File: src/logic/quad_cfg.svh
`ifndef QUAD_CFG_SVH
`define QUAD_CFG_SVH

// ----------------------------------------
// Register offsets
// ----------------------------------------
`define CMD_OFS        8'h1a
`define MAKER_OFS      8'h1b
`define FW_OFS         8'h41
`define SILICON_OFS    8'h43
`define POWER_OFS      8'h60
`define EVENT_BASE     8'h61
`define POLICE_BASE    8'h65
`define MODE_OFS       8'h69

// ----------------------------------------
// Command bit positions
// ----------------------------------------
`define CLEAR_ALL_BIT  7
`define CLEAR_PIN_BIT  6
`define QUAD_BIT       4

// ----------------------------------------
// Reset values
// ----------------------------------------
`define CMD_RST        8'h00
`define MODE_RST       8'hff
`define POLICE_RST     8'hff
`define EVENT_RST      4'h0
`define RDATA_RST      8'h00

`endif

File: src/logic/quad_pkg.sv
package quad_pkg;

   // Per-port operating mode, two bits per port in the mode register
   typedef enum logic [1:0] {
      MODE_SHUTDOWN,
      MODE_MANUAL,
      MODE_SEMI_AUTO,
      MODE_AUTO
   } port_mode_type;

   typedef logic [7:0] byte_type;

endpackage

File: src/logic/port_ctl_if.sv
`timescale 1ns/1ps

interface port_ctl_if;
   logic                 port_reinit;
   logic                 power_off;
   logic                 clear_events;
   logic                 power_req;
   logic [3:0]           event_in;
   logic                 police_wr;
   quad_pkg::byte_type   police_wdata;
   logic [3:0]           events;
   logic                 powered;
   quad_pkg::byte_type   police;

   modport ctl (
      output port_reinit, power_off, clear_events, power_req, event_in,
             police_wr, police_wdata,
      input  events, powered, police
   );
   modport slice (
      input  port_reinit, power_off, clear_events, power_req, event_in,
             police_wr, police_wdata,
      output events, powered, police
   );
endinterface

File: src/logic/id_rom.sv
`timescale 1ns/1ps
`include "quad_cfg.svh"

module id_rom #(
   parameter logic [7:0] MAKER_CODE   = 8'h5a, // Arbitrary value
   parameter logic [3:0] PRODUCT_CODE = 4'h9,  // Arbitrary value
   parameter logic [1:0] SILICON_STEP = 2'b00,
   parameter logic [1:0] SENSE_CODE   = 2'b01,
   parameter logic [3:0] FW_MAJOR     = 4'h1,
   parameter logic [3:0] FW_MINOR     = 4'h2
) (
   input  wire logic [7:0] addr,
   output logic            hit,
   output logic [7:0]      data
);

   // Fixed identification values, never written
   always_comb begin
      hit  = 1'b1;
      data = 8'h00;
      unique case (addr)
         `MAKER_OFS:   data = MAKER_CODE;
         `FW_OFS:      data = {FW_MAJOR, FW_MINOR};
         `SILICON_OFS:
            data = {PRODUCT_CODE, SILICON_STEP, SENSE_CODE};
         default:      hit  = 1'b0;
      endcase
   end

endmodule

File: src/logic/port_slice.sv
`timescale 1ns/1ps
`include "quad_cfg.svh"

module port_slice (
   input wire logic   clk,
   input wire logic   nrst,
   port_ctl_if.slice  ctl
);

   // Sticky events; a new event wins over any clear
   always_ff @(posedge clk) begin
      if (!nrst) begin
         ctl.events <= `EVENT_RST;
      end else if (ctl.port_reinit || ctl.power_off || ctl.clear_events) begin
         ctl.events <= ctl.event_in;
      end else begin
         ctl.events <= ctl.events | ctl.event_in;
      end
   end

   // Power state, dropped by a reinit or accepted power-off
   always_ff @(posedge clk) begin
      if (!nrst) begin
         ctl.powered <= 1'b0;
      end else if (ctl.port_reinit || ctl.power_off) begin
         ctl.powered <= 1'b0;
      end else if (ctl.power_req) begin
         ctl.powered <= 1'b1;
      end
   end

   // Policing threshold, back to default on reinit
   always_ff @(posedge clk) begin
      if (!nrst) begin
         ctl.police <= `POLICE_RST;
      end else if (ctl.port_reinit || ctl.power_off) begin
         ctl.police <= `POLICE_RST;
      end else if (ctl.police_wr) begin
         ctl.police <= ctl.police_wdata;
      end
   end

endmodule

File: src/logic/quad_reset_and_id_registers.sv
// Function
// - Command bit 7 clears every event in all quads and releases alert pin.
// - Command bit 6 releases the alert pin, events stay as they are.
// - Command bit 4 restores all registers of this quad to defaults.
// - Command bits 3..0 restore port four..one registers to defaults.
// - A port reset turns power off on a powered port.
// - Port reset works in any mode; power-off command depends on mode.
// - Command register is write-only, resets to zero, zero bits do nothing.
// - Maker identity is read-only and fixed for all revisions.
// - Firmware version: major in upper nibble, minor in lower nibble.
// - Silicon version bits 7..4 hold the product code.
// - Silicon version bits 3..2 hold the silicon stepping code.
// - Port reset restores power status, events and policing.
`timescale 1ns/1ps
`include "quad_cfg.svh"

module quad_reset_and_id_registers #(
   parameter logic [7:0] MAKER_CODE   = 8'h5a, // Arbitrary value
   parameter logic [3:0] PRODUCT_CODE = 4'h9,  // Arbitrary value
   parameter logic [1:0] SILICON_STEP = 2'b00,
   parameter logic [1:0] SENSE_CODE   = 2'b01,
   parameter logic [3:0] FW_MAJOR     = 4'h1,
   parameter logic [3:0] FW_MINOR     = 4'h2
) (
   input  wire logic        clk,
   input  wire logic        nrst,
   input  wire logic        reg_wr,
   input  wire logic        reg_rd,
   input  wire logic [7:0]  reg_addr,
   input  wire logic [7:0]  reg_wdata,
   output logic      [7:0]  reg_rdata,
   input  wire logic [15:0] port_event,
   input  wire logic [3:0]  port_power_req,
   input  wire logic [3:0]  port_power_off_cmd,
   output logic      [3:0]  port_power_en,
   output logic      [3:0]  port_reinit_done,
   output logic             clear_all_quads,
   output logic             alert_pin_n
);

   // ----------------------------------------
   // Command decode
   // ----------------------------------------
   logic        cmd_wr;
   logic        clear_every_event;
   logic        clear_pin;
   logic        quad_reinit;
   logic [3:0]  port_reinit;
   logic [3:0]  power_off_ok;
   logic        any_new_event;
   logic [7:0]  mode_reg;
   logic [7:0]  next_rdata;
   logic        rom_hit;
   logic [7:0]  rom_data;
   logic [3:0]  events_q [4];
   logic [7:0]  police_q [4];
   logic [3:0]  powered_q;

   // Command strobes last only the write cycle
   assign cmd_wr            = reg_wr && (reg_addr == `CMD_OFS);
   assign clear_every_event = cmd_wr && reg_wdata[`CLEAR_ALL_BIT];
   assign clear_pin         = cmd_wr && reg_wdata[`CLEAR_PIN_BIT];
   assign quad_reinit       = cmd_wr && reg_wdata[`QUAD_BIT];
   assign any_new_event     = |port_event;

   // ----------------------------------------
   // Per-port slices
   // ----------------------------------------
   port_ctl_if ctl [4] ();

   genvar i;
   generate
      for (i = 0; i < 4; i++) begin : g_port
         quad_pkg::port_mode_type mode;

         assign mode = quad_pkg::port_mode_type'(mode_reg[2*i+1 -: 2]);
         // Reinit ignores mode, power-off only in manual or semi-auto
         assign port_reinit[i]  = quad_reinit
            || (cmd_wr && reg_wdata[i]);
         assign power_off_ok[i] = port_power_off_cmd[i]
                                  && (mode == quad_pkg::MODE_MANUAL
                                  ||  mode == quad_pkg::MODE_SEMI_AUTO);
         assign ctl[i].port_reinit  = port_reinit[i];
         assign ctl[i].power_off    = power_off_ok[i];
         assign ctl[i].clear_events = clear_every_event;
         assign ctl[i].power_req    = port_power_req[i];
         assign ctl[i].event_in     = port_event[4*i+3 -: 4];
         assign ctl[i].police_wr    = reg_wr && reg_addr == `POLICE_BASE
                                      + 8'(i);
         assign ctl[i].police_wdata = reg_wdata;
         assign events_q[i]         = ctl[i].events;
         assign police_q[i]         = ctl[i].police;
         assign powered_q[i]        = ctl[i].powered;

         port_slice u_slice (
            .clk  (clk),
            .nrst (nrst),
            .ctl  (ctl[i])
         );
      end
   endgenerate

   // ----------------------------------------
   // Identification
   // ----------------------------------------
   id_rom #(
      .MAKER_CODE   (MAKER_CODE),
      .PRODUCT_CODE (PRODUCT_CODE),
      .SILICON_STEP (SILICON_STEP),
      .SENSE_CODE   (SENSE_CODE),
      .FW_MAJOR     (FW_MAJOR),
      .FW_MINOR     (FW_MINOR)
   ) u_id (
      .addr (reg_addr),
      .hit  (rom_hit),
      .data (rom_data)
   );

   // ----------------------------------------
   // Writable registers
   // ----------------------------------------

   // Mode register, restored by quad reinit
   always_ff @(posedge clk) begin
      if (!nrst) begin
         mode_reg <= `MODE_RST;
      end else if (quad_reinit) begin
         mode_reg <= `MODE_RST;
      end else if (reg_wr && reg_addr == `MODE_OFS) begin
         mode_reg <= reg_wdata;
      end
   end

   // ----------------------------------------
   // Read path
   // ----------------------------------------

   // Read mux; command register reads as zero
   always_comb begin
      next_rdata = 8'h00;
      if (rom_hit) begin
         next_rdata = rom_data;
      end else if (reg_addr == `POWER_OFS) begin
         next_rdata = {4'h0, powered_q};
      end else if (reg_addr == `MODE_OFS) begin
         next_rdata = mode_reg;
      end else begin
         for (int k = 0; k < 4; k++) begin
            if (reg_addr == `EVENT_BASE + 8'(k)) begin
               next_rdata = {4'h0, events_q[k]};
            end
            if (reg_addr == `POLICE_BASE + 8'(k)) begin
               next_rdata = police_q[k];
            end
         end
      end
   end

   // Read data, one cycle after the read strobe
   always_ff @(posedge clk) begin
      if (!nrst) begin
         reg_rdata <= `RDATA_RST;
      end else if (reg_rd) begin
         reg_rdata <= next_rdata;
      end
   end

   // ----------------------------------------
   // Outputs
   // ----------------------------------------

   // Alert pin, low on any new event; new event beats a clear
   always_ff @(posedge clk) begin
      if (!nrst) begin
         alert_pin_n <= 1'b1;
      end else if (any_new_event) begin
         alert_pin_n <= 1'b0;
      end else if (clear_pin || clear_every_event) begin
         alert_pin_n <= 1'b1;
      end
   end

   // Pulse to the other quad for a global event clear
   always_ff @(posedge clk) begin
      if (!nrst) begin
         clear_all_quads <= 1'b0;
      end else begin
         clear_all_quads <= clear_every_event;
      end
   end

   // Registered outputs for the port sequencers; enable drops in the reinit or power-off cycle
   always_ff @(posedge clk) begin
      if (!nrst) begin
         port_power_en    <= 4'h0;
         port_reinit_done <= 4'h0;
      end else begin
         port_power_en    <= powered_q & ~port_reinit
                             & ~power_off_ok;
         port_reinit_done <= port_reinit;
      end
   end
endmodule

File: config.mk
export PLATFORM = sky130hd
export DESIGN_NAME = quad_reset_and_id_registers
export DESIGN_NICKNAME = d
export VERILOG_FILES = /design/src/logic/quad_pkg.sv /design/src/logic/port_ctl_if.sv /design/src/logic/id_rom.sv /design/src/logic/port_slice.sv /design/src/logic/quad_reset_and_id_registers.sv
export VERILOG_INCLUDE_DIRS = /design/src /design/src/logic
export SDC_FILE = /design/constraint.sdc
export NUM_CORES = 1
export LEC_CHECK = 0
export BUFFER_PORTS_ARGS = -buffer_cell sky130_fd_sc_hd__buf_2
export CORE_MARGIN = 5
export CORE_UTILIZATION = 41
export DETAILED_ROUTE_END_ITERATION = 16
export GPL_TIMING_DRIVEN = 0
export SKIP_LAST_GASP = 1
export SYNTH_ARGS = -nofsm -noshare
export SYNTH_HDL_FRONTEND = slang
export SYNTH_SLANG_ARGS = --single-unit
File: constraint.sdc
create_clock -name clk -period 1.4 [get_ports clk]
set_input_delay 0 -clock clk [delete_from_list [all_inputs] [get_ports clk]]
set_output_delay 0 -clock clk [all_outputs]
set_load 0.02 [all_outputs]
After elaboration in Yosys (flattened, before gate mapping). Index checks and enable logic that the tools add are counted.

Bits in registers: 78. Input bits: 44. Word-level logic and storage cells: 110.

Equal/unequal tests: 22. Multiplexer cells: 19. Bitwise operators: 9. Reduce and logical (&&, ||, !) cells: 42.

Operator list (count): == test 8 x 7 -> 1 bit, second input constant (12); 2-to-1 mux 8 bit (10); one-hot mux 8 bit (3 select lines) (1); 2-to-1 mux 4 bit (5); logical AND 1 bit (17); logical OR 1 bit (17); == test 8 x 5 -> 1 bit, second input constant (2); OR 4 bit (4); OR reduction 16 bit (1); OR reduction 2 bit (5); bitwise AND 4 bit (2); == test 2 x 1 -> 1 bit, second input constant (4); == test 2 bit, second input constant (4); inverter 4 bit (2); 2-to-1 mux 1 bit (3); OR reduction 3 bit (1); nonzero test 2 bit (1); inverter 1 bit (1).

Logic depth before layout (Yosys ltp).
Word-level depth: 12. Mapped depth: 8. Depth with buffers taken out: 5.

By module. Synthesis repeated with hierarchy kept, for this count alone.

Cells, all modules: 426. Area, all modules: 3819.9 um2.

By module, submodules not included: port_slice (instances 4, cells each 46, area each 474.2 um2, sequential area each 260.2 um2); quad_reset_and_id_registers (instances 1, cells each 227, area each 1813.0 um2, sequential area each 520.5 um2); id_rom (instances 1, cells each 15, area each 110.1 um2, sequential area each 0.0 um2).

Worst setup path before layout. Ideal clock, no wire load.

Path type: reg2reg. Start point: register g_port[2].u_slice.ctl.police[1]. End point: register reg_rdata[1]. Setup time: 0.128 ns. Arrival time: 1.327 ns. Data required time: 1.272 ns. Slack: -0.055 ns. Cell stages (with the launch flop): 6. Buffers on the path: 0. Cell sequence: dfxtp_1 > mux4_2 > a22oi_1 > a2111oi_0 > a311oi_1 > o31ai_1.

Word-level cells in the longest chain between the ends: 6.

RTL lines: start, declared (line port_ctl_if.sv:23) `output events, powered, police`; start signal, assigned (line port_slice.sv:35) `` ctl.police <= `POLICE_RST; ``; start signal, assigned (line port_slice.sv:37) `` ctl.police <= `POLICE_RST; ``; start signal, assigned (line port_slice.sv:39) `ctl.police <= ctl.police_wdata;`; 2-to-1 mux 8 bit (line quad_reset_and_id_registers.sv:152) `` if (reg_addr == `POLICE_BASE + 8'(k)) begin ``; 2-to-1 mux 8 bit (line quad_reset_and_id_registers.sv:149) `` if (reg_addr == `EVENT_BASE + 8'(k)) begin ``; 2-to-1 mux 8 bit (line quad_reset_and_id_registers.sv:152); 2-to-1 mux 8 bit (line quad_reset_and_id_registers.sv:145) `` end else if (reg_addr == `MODE_OFS) begin ``; 2-to-1 mux 8 bit (line quad_reset_and_id_registers.sv:143) `` end else if (reg_addr == `POWER_OFS) begin ``; 2-to-1 mux 8 bit (line quad_reset_and_id_registers.sv:141) `if (rom_hit) begin`; end signal, assigned (line quad_reset_and_id_registers.sv:162) `` reg_rdata <= `RDATA_RST; ``; end signal, assigned (line quad_reset_and_id_registers.sv:164) `reg_rdata <= next_rdata;`; end, declared (line quad_reset_and_id_registers.sv:31) `output logic [7:0] reg_rdata,`.

Every way passes these cells. A chain may end at the register's enable or synchronous reset.

Worst setup path in the final report. Same ends and word-level chain as after synthesis.

==> results_tabular.tex <==
\begin{tabular}{lr}
\hline
Metric & Value \\
\hline
\multicolumn{2}{l}{\textbf{Timing}} \\
Final max-slew violation count & 0 \\
Final hold violations & 0 \\
Final worst path period share & 118\% \\
Transition time at the pin with the least slew margin & 0.511 ns \\
Rel. slew slack & 66.0\% \\
Worst clock skew on the final layout & 0.0113 ns \\
Setup repair after global routing missed its margin & yes \\
Worst slack on hold paths & 0.0101 ns \\
Smallest setup slack after layout & -0.249 ns \\
Final number of setup-violating endpoints & 2 \\
Clock period minus final worst setup slack & 1.65 ns \\
Maximum clock rate & 607 MHz \\
\multicolumn{2}{l}{\textbf{Global routing}} \\
GR Layer Usage met1 & 30.1\% \\
First-pass GRT wire length & 18900 um \\
Initial antenna violation count & 0 \\
Grt met2 use & 33.6\% \\
Global Route Usage Sum & 22.0\% \\
Highest-utilization routing layer at the global route stage & met2 \\
GR met3 Demand/Resource & 3.85\% \\
Overflow left after global routing & 0 \\
Vias in the first global route & 3490 \\
Maximum number of pins on one net before global-route repair & 14 \\
\multicolumn{2}{l}{\textbf{Worst hold path}} \\
Hold path depth & 3 \\
Worst-case hold path end point & g\_port[2].u\_slice.ctl.police[2] \\
Hold wc startpoint & reg\_wdata[2] \\
Type of the tightest min-delay check & in2reg \\
\multicolumn{2}{l}{\textbf{Drt}} \\
Iteration-0 DRC count of the detailed router & 221 \\
Overall routed net length & 11800 um \\
Via density per instance & 5.60 \\
Count of vias placed by the detailed router & 3582 \\
Pre-antenna DRT Iters & 5 \\
Count of antenna-violating nets left after detailed routing & 0 \\
DRC violations left & 0 \\
Routed len/inst & 18.5 um \\
\multicolumn{2}{l}{\textbf{Setup path}} \\
Worst setup slack for register-to-register paths & -0.25 ns \\
Worst EP required & 1.64 ns \\
Kind of critical path & reg2reg \\
RR Startpoint & g\_port[2].u\_slice.ctl.police[1] \\
Signal arrival time at the worst endpoint & 1.89 ns \\
Reg-to-reg endpoint & reg\_rdata[1] \\
Maximum net fanout on the critical path & 2 \\
Critical path capture point type & flip-flop \\
Kind of start point of the critical path & flip-flop \\
Worst R2R Path Depth & 5 \\
\multicolumn{2}{l}{\textbf{Final layout}} \\
Layout net count & 571 \\
Register with the highest flop count & g\_port.u\_slice.ctl.police \\
Largest register FFs & 32 \\
Antenna diode count & 0 \\
Layout overhead on the synthesized area & 26.0\% \\
Largest registers in the final layout & g\_port.u\_slice.ctl.police: 32 flops, g\_port.u\_slice.ctl.events: 16 flops \\
Number of filler instances in the final layout & 790 \\
Combined area of the multi-input logic cells & 0.00200 mm\^{}2 \\
Sequential Area & 0.00156 mm\^{}2 \\
Fraction of final layout cells sized beyond drive strength 1 & 23.9\% \\
\multicolumn{2}{l}{\textbf{Floorplan}} \\
Die height & 105 um \\
Area of the die & 0.0109 mm\^{}2 \\
Core Footprint & 0.00872 mm\^{}2 \\
X dimension of the die & 105 um \\
Std-Cell Rows & 34 \\
I/O pin count & 62 \\
Initial Util & 42.0\% \\
\multicolumn{2}{l}{\textbf{Outcome}} \\
Result of the run & finished with violations \\
Failing checks & negative setup slack \\
\multicolumn{2}{l}{\textbf{Synthesis}} \\
Number of synthesized flops with an enable pin & 0 \\
Post-synthesis area per instance & 8.50 um\^{}2 \\
Sequential area share after synthesis & 42.6\% \\
Cell type contributing the most total cell area after synthesis & sky130\_fd\_sc\_hd\_\_dfxtp\_1 \\
Number of warnings issued by yosys & 0 \\
Area share of the leading cell type in the synthesized netlist & 42.6\% \\
Synthesis-stage register bit count & 78 \\
Primary FF master, synth & sky130\_fd\_sc\_hd\_\_dfxtp\_1 \\
Instance count of the mapped netlist & 431 \\
Leading cell type by number of instances after synthesis & sky130\_fd\_sc\_hd\_\_dfxtp\_1 \\
Combined area of all synthesized cells & 0.00366 mm\^{}2 \\
Netlist cell types & 62 \\
Async set or reset register ratio after synthesis & 0\% \\
Commonest cells in the synthesized netlist & sky130\_fd\_sc\_hd\_\_dfxtp\_1 (78), sky130\_fd\_sc\_hd\_\_nand2\_1 (62), sky130\_fd\_sc\_hd\_\_nand3\_1 (39) \\
Mapped Nets & 475 \\
Synth top area cells & sky130\_fd\_sc\_hd\_\_dfxtp\_1 (43\%), sky130\_fd\_sc\_hd\_\_nand2\_1 (6.4\%), sky130\_fd\_sc\_hd\_\_nand3\_1 (5.3\%) \\
\multicolumn{2}{l}{\textbf{Power and ir drop}} \\
Worst ir drop on vdd & 437 uV \\
Power per unit of standard cell area & 944 mW/mm\^{}2 \\
LEAKAGE & 1.94 nW \\
\multicolumn{2}{l}{\textbf{Flow run}} \\
Count of maximum capacitance violations & 0 \\
\multicolumn{2}{l}{\textbf{Clock tree}} \\
CTS clock-pin slew for the worst setup and hold paths & 0.08 ns \\
Number of H-tree branching levels & 3 \\
Number of sinks handled by clock tree synthesis & 78 \\
Skew-Pair Late Insertion Delay & 0.36 ns \\
Clock root buffer & sky130\_fd\_sc\_hd\_\_clkbuf\_8 \\
Clock tree from TritonCTS & done \\
Total CTS buffers & 9 \\
Maximum buffer depth of the clock tree & 2 \\
\multicolumn{2}{l}{\textbf{Placed design}} \\
Pre-CTS setup slack & -0.399 ns \\
Placer Congestion & 0.896 \\
DP Wirelength & 8710 um \\
Buffers on Ports & 57 \\
\hline
\end{tabular}
-- through the flow --
step                utilization, %  instances  setup TNS, ns  total power, mW  area, um^2
floorplan                        -        431              0             2.64        3660
global placement              46.8        596         -17.81             2.84        4080
detailed placement            46.8        596         -16.96             2.85        4080
CTS                           51.7        635         -0.310             4.37        4510
global route                  52.9        640         -0.485             4.53        4620
finish                        52.9        640         -0.326             4.36        4620
-- cell usage in the layout (no fill, tap or decap), types with 4 or more instances in the layout --
master	Yosys	final
sky130_fd_sc_hd__a21oi_1	29	27
sky130_fd_sc_hd__and2_1	6	6
sky130_fd_sc_hd__buf_2	13	70
sky130_fd_sc_hd__buf_4	3	5
sky130_fd_sc_hd__clkbuf_1	7	9
sky130_fd_sc_hd__clkbuf_8	0	9
sky130_fd_sc_hd__clkinvlp_4	0	4
sky130_fd_sc_hd__dfxtp_1	78	77
sky130_fd_sc_hd__dlygate4sd3_1	0	23
sky130_fd_sc_hd__inv_1	8	8
sky130_fd_sc_hd__mux2_2	7	7
sky130_fd_sc_hd__mux2i_1	19	19
sky130_fd_sc_hd__nand2_1	62	62
sky130_fd_sc_hd__nand2b_1	4	4
sky130_fd_sc_hd__nand3_1	39	39
sky130_fd_sc_hd__nand4_1	5	5
sky130_fd_sc_hd__nor2_1	38	37
sky130_fd_sc_hd__nor2b_1	7	7
sky130_fd_sc_hd__nor3_1	7	7
sky130_fd_sc_hd__nor4_1	7	7
sky130_fd_sc_hd__o211a_1	5	5
sky130_fd_sc_hd__o21a_1	8	8
sky130_fd_sc_hd__o21ai_0	13	12
sky130_fd_sc_hd__o22ai_1	5	5
sky130_fd_sc_hd__o31ai_1	4	4
-- kinds of logic after synthesis --
group	count (synthesis)	share of synthesized area, %
simple gates	194	26.8
compound gates	93	17.1
flops	78	42.6
buf+inv	35	4.54
mux	27	7.96
xor+xnor	4	0.956
-- metal layers --
metal,vias up,share of wire [%]
met4,0,3.5
li1,1742,-
met3,30,6.7
met5,-,0
met1,1658,45
met2,152,44
-- what timing repair did --
action / 4_1_cts / 5_1_grt
gates resized for setup: 8 / 9
endpoints found under the hold margin: 35 / 0
setup buffers: 0 / 5
pin swaps: 4 / 5
hold buffers: 23 / 0
setup endpoints to repair: 3 / 45
-- area by class of cell --
cell class,count,share of cell area [%]
plain buffers,26,2.95
clock buffers,11,2.85
clock inverters,5,0.786
inverters,9,0.813
multi-input cells,318,43.3
flip-flops and latches,78,33.8
well taps,108,2.93
repair buffers,85,12.5
-- worst max path at each step --
stage / startpoint / end / slack [ns]
3_3_place_gp: g_port[2].u_slice.ctl.police[1] / reg_rdata[1] / -0.36
2_1_floorplan: g_port[2].u_slice.ctl.police[1] / reg_rdata[1] / 0.003
5_1_grt: g_port[2].u_slice.ctl.police[1] / reg_rdata[1] / -0.28
3_5_place_dp: g_port[2].u_slice.ctl.police[1] / reg_rdata[1] / -0.40
4_1_cts: g_port[2].u_slice.ctl.police[1] / reg_rdata[1] / -0.29
6_report: g_port[2].u_slice.ctl.police[1] / reg_rdata[1] / -0.25
-- worst max-delay path: stages, from the launching register on --
cell	delay, ns
sky130_fd_sc_hd__dfxtp_2	0.33
sky130_fd_sc_hd__mux4_2	0.48
sky130_fd_sc_hd__a22oi_2	0.23
sky130_fd_sc_hd__a2111oi_2	0.07
sky130_fd_sc_hd__a311oi_2	0.28
sky130_fd_sc_hd__o31ai_1	0.14
-- power breakdown --
part | internal, mW | switching, mW
registers | 2.28 | 0.0352
logic | 0.225 | 0.332
clock network | 0.644 | 0.848
total | 3.14 | 1.22
(Power assumes the default switching activity.)
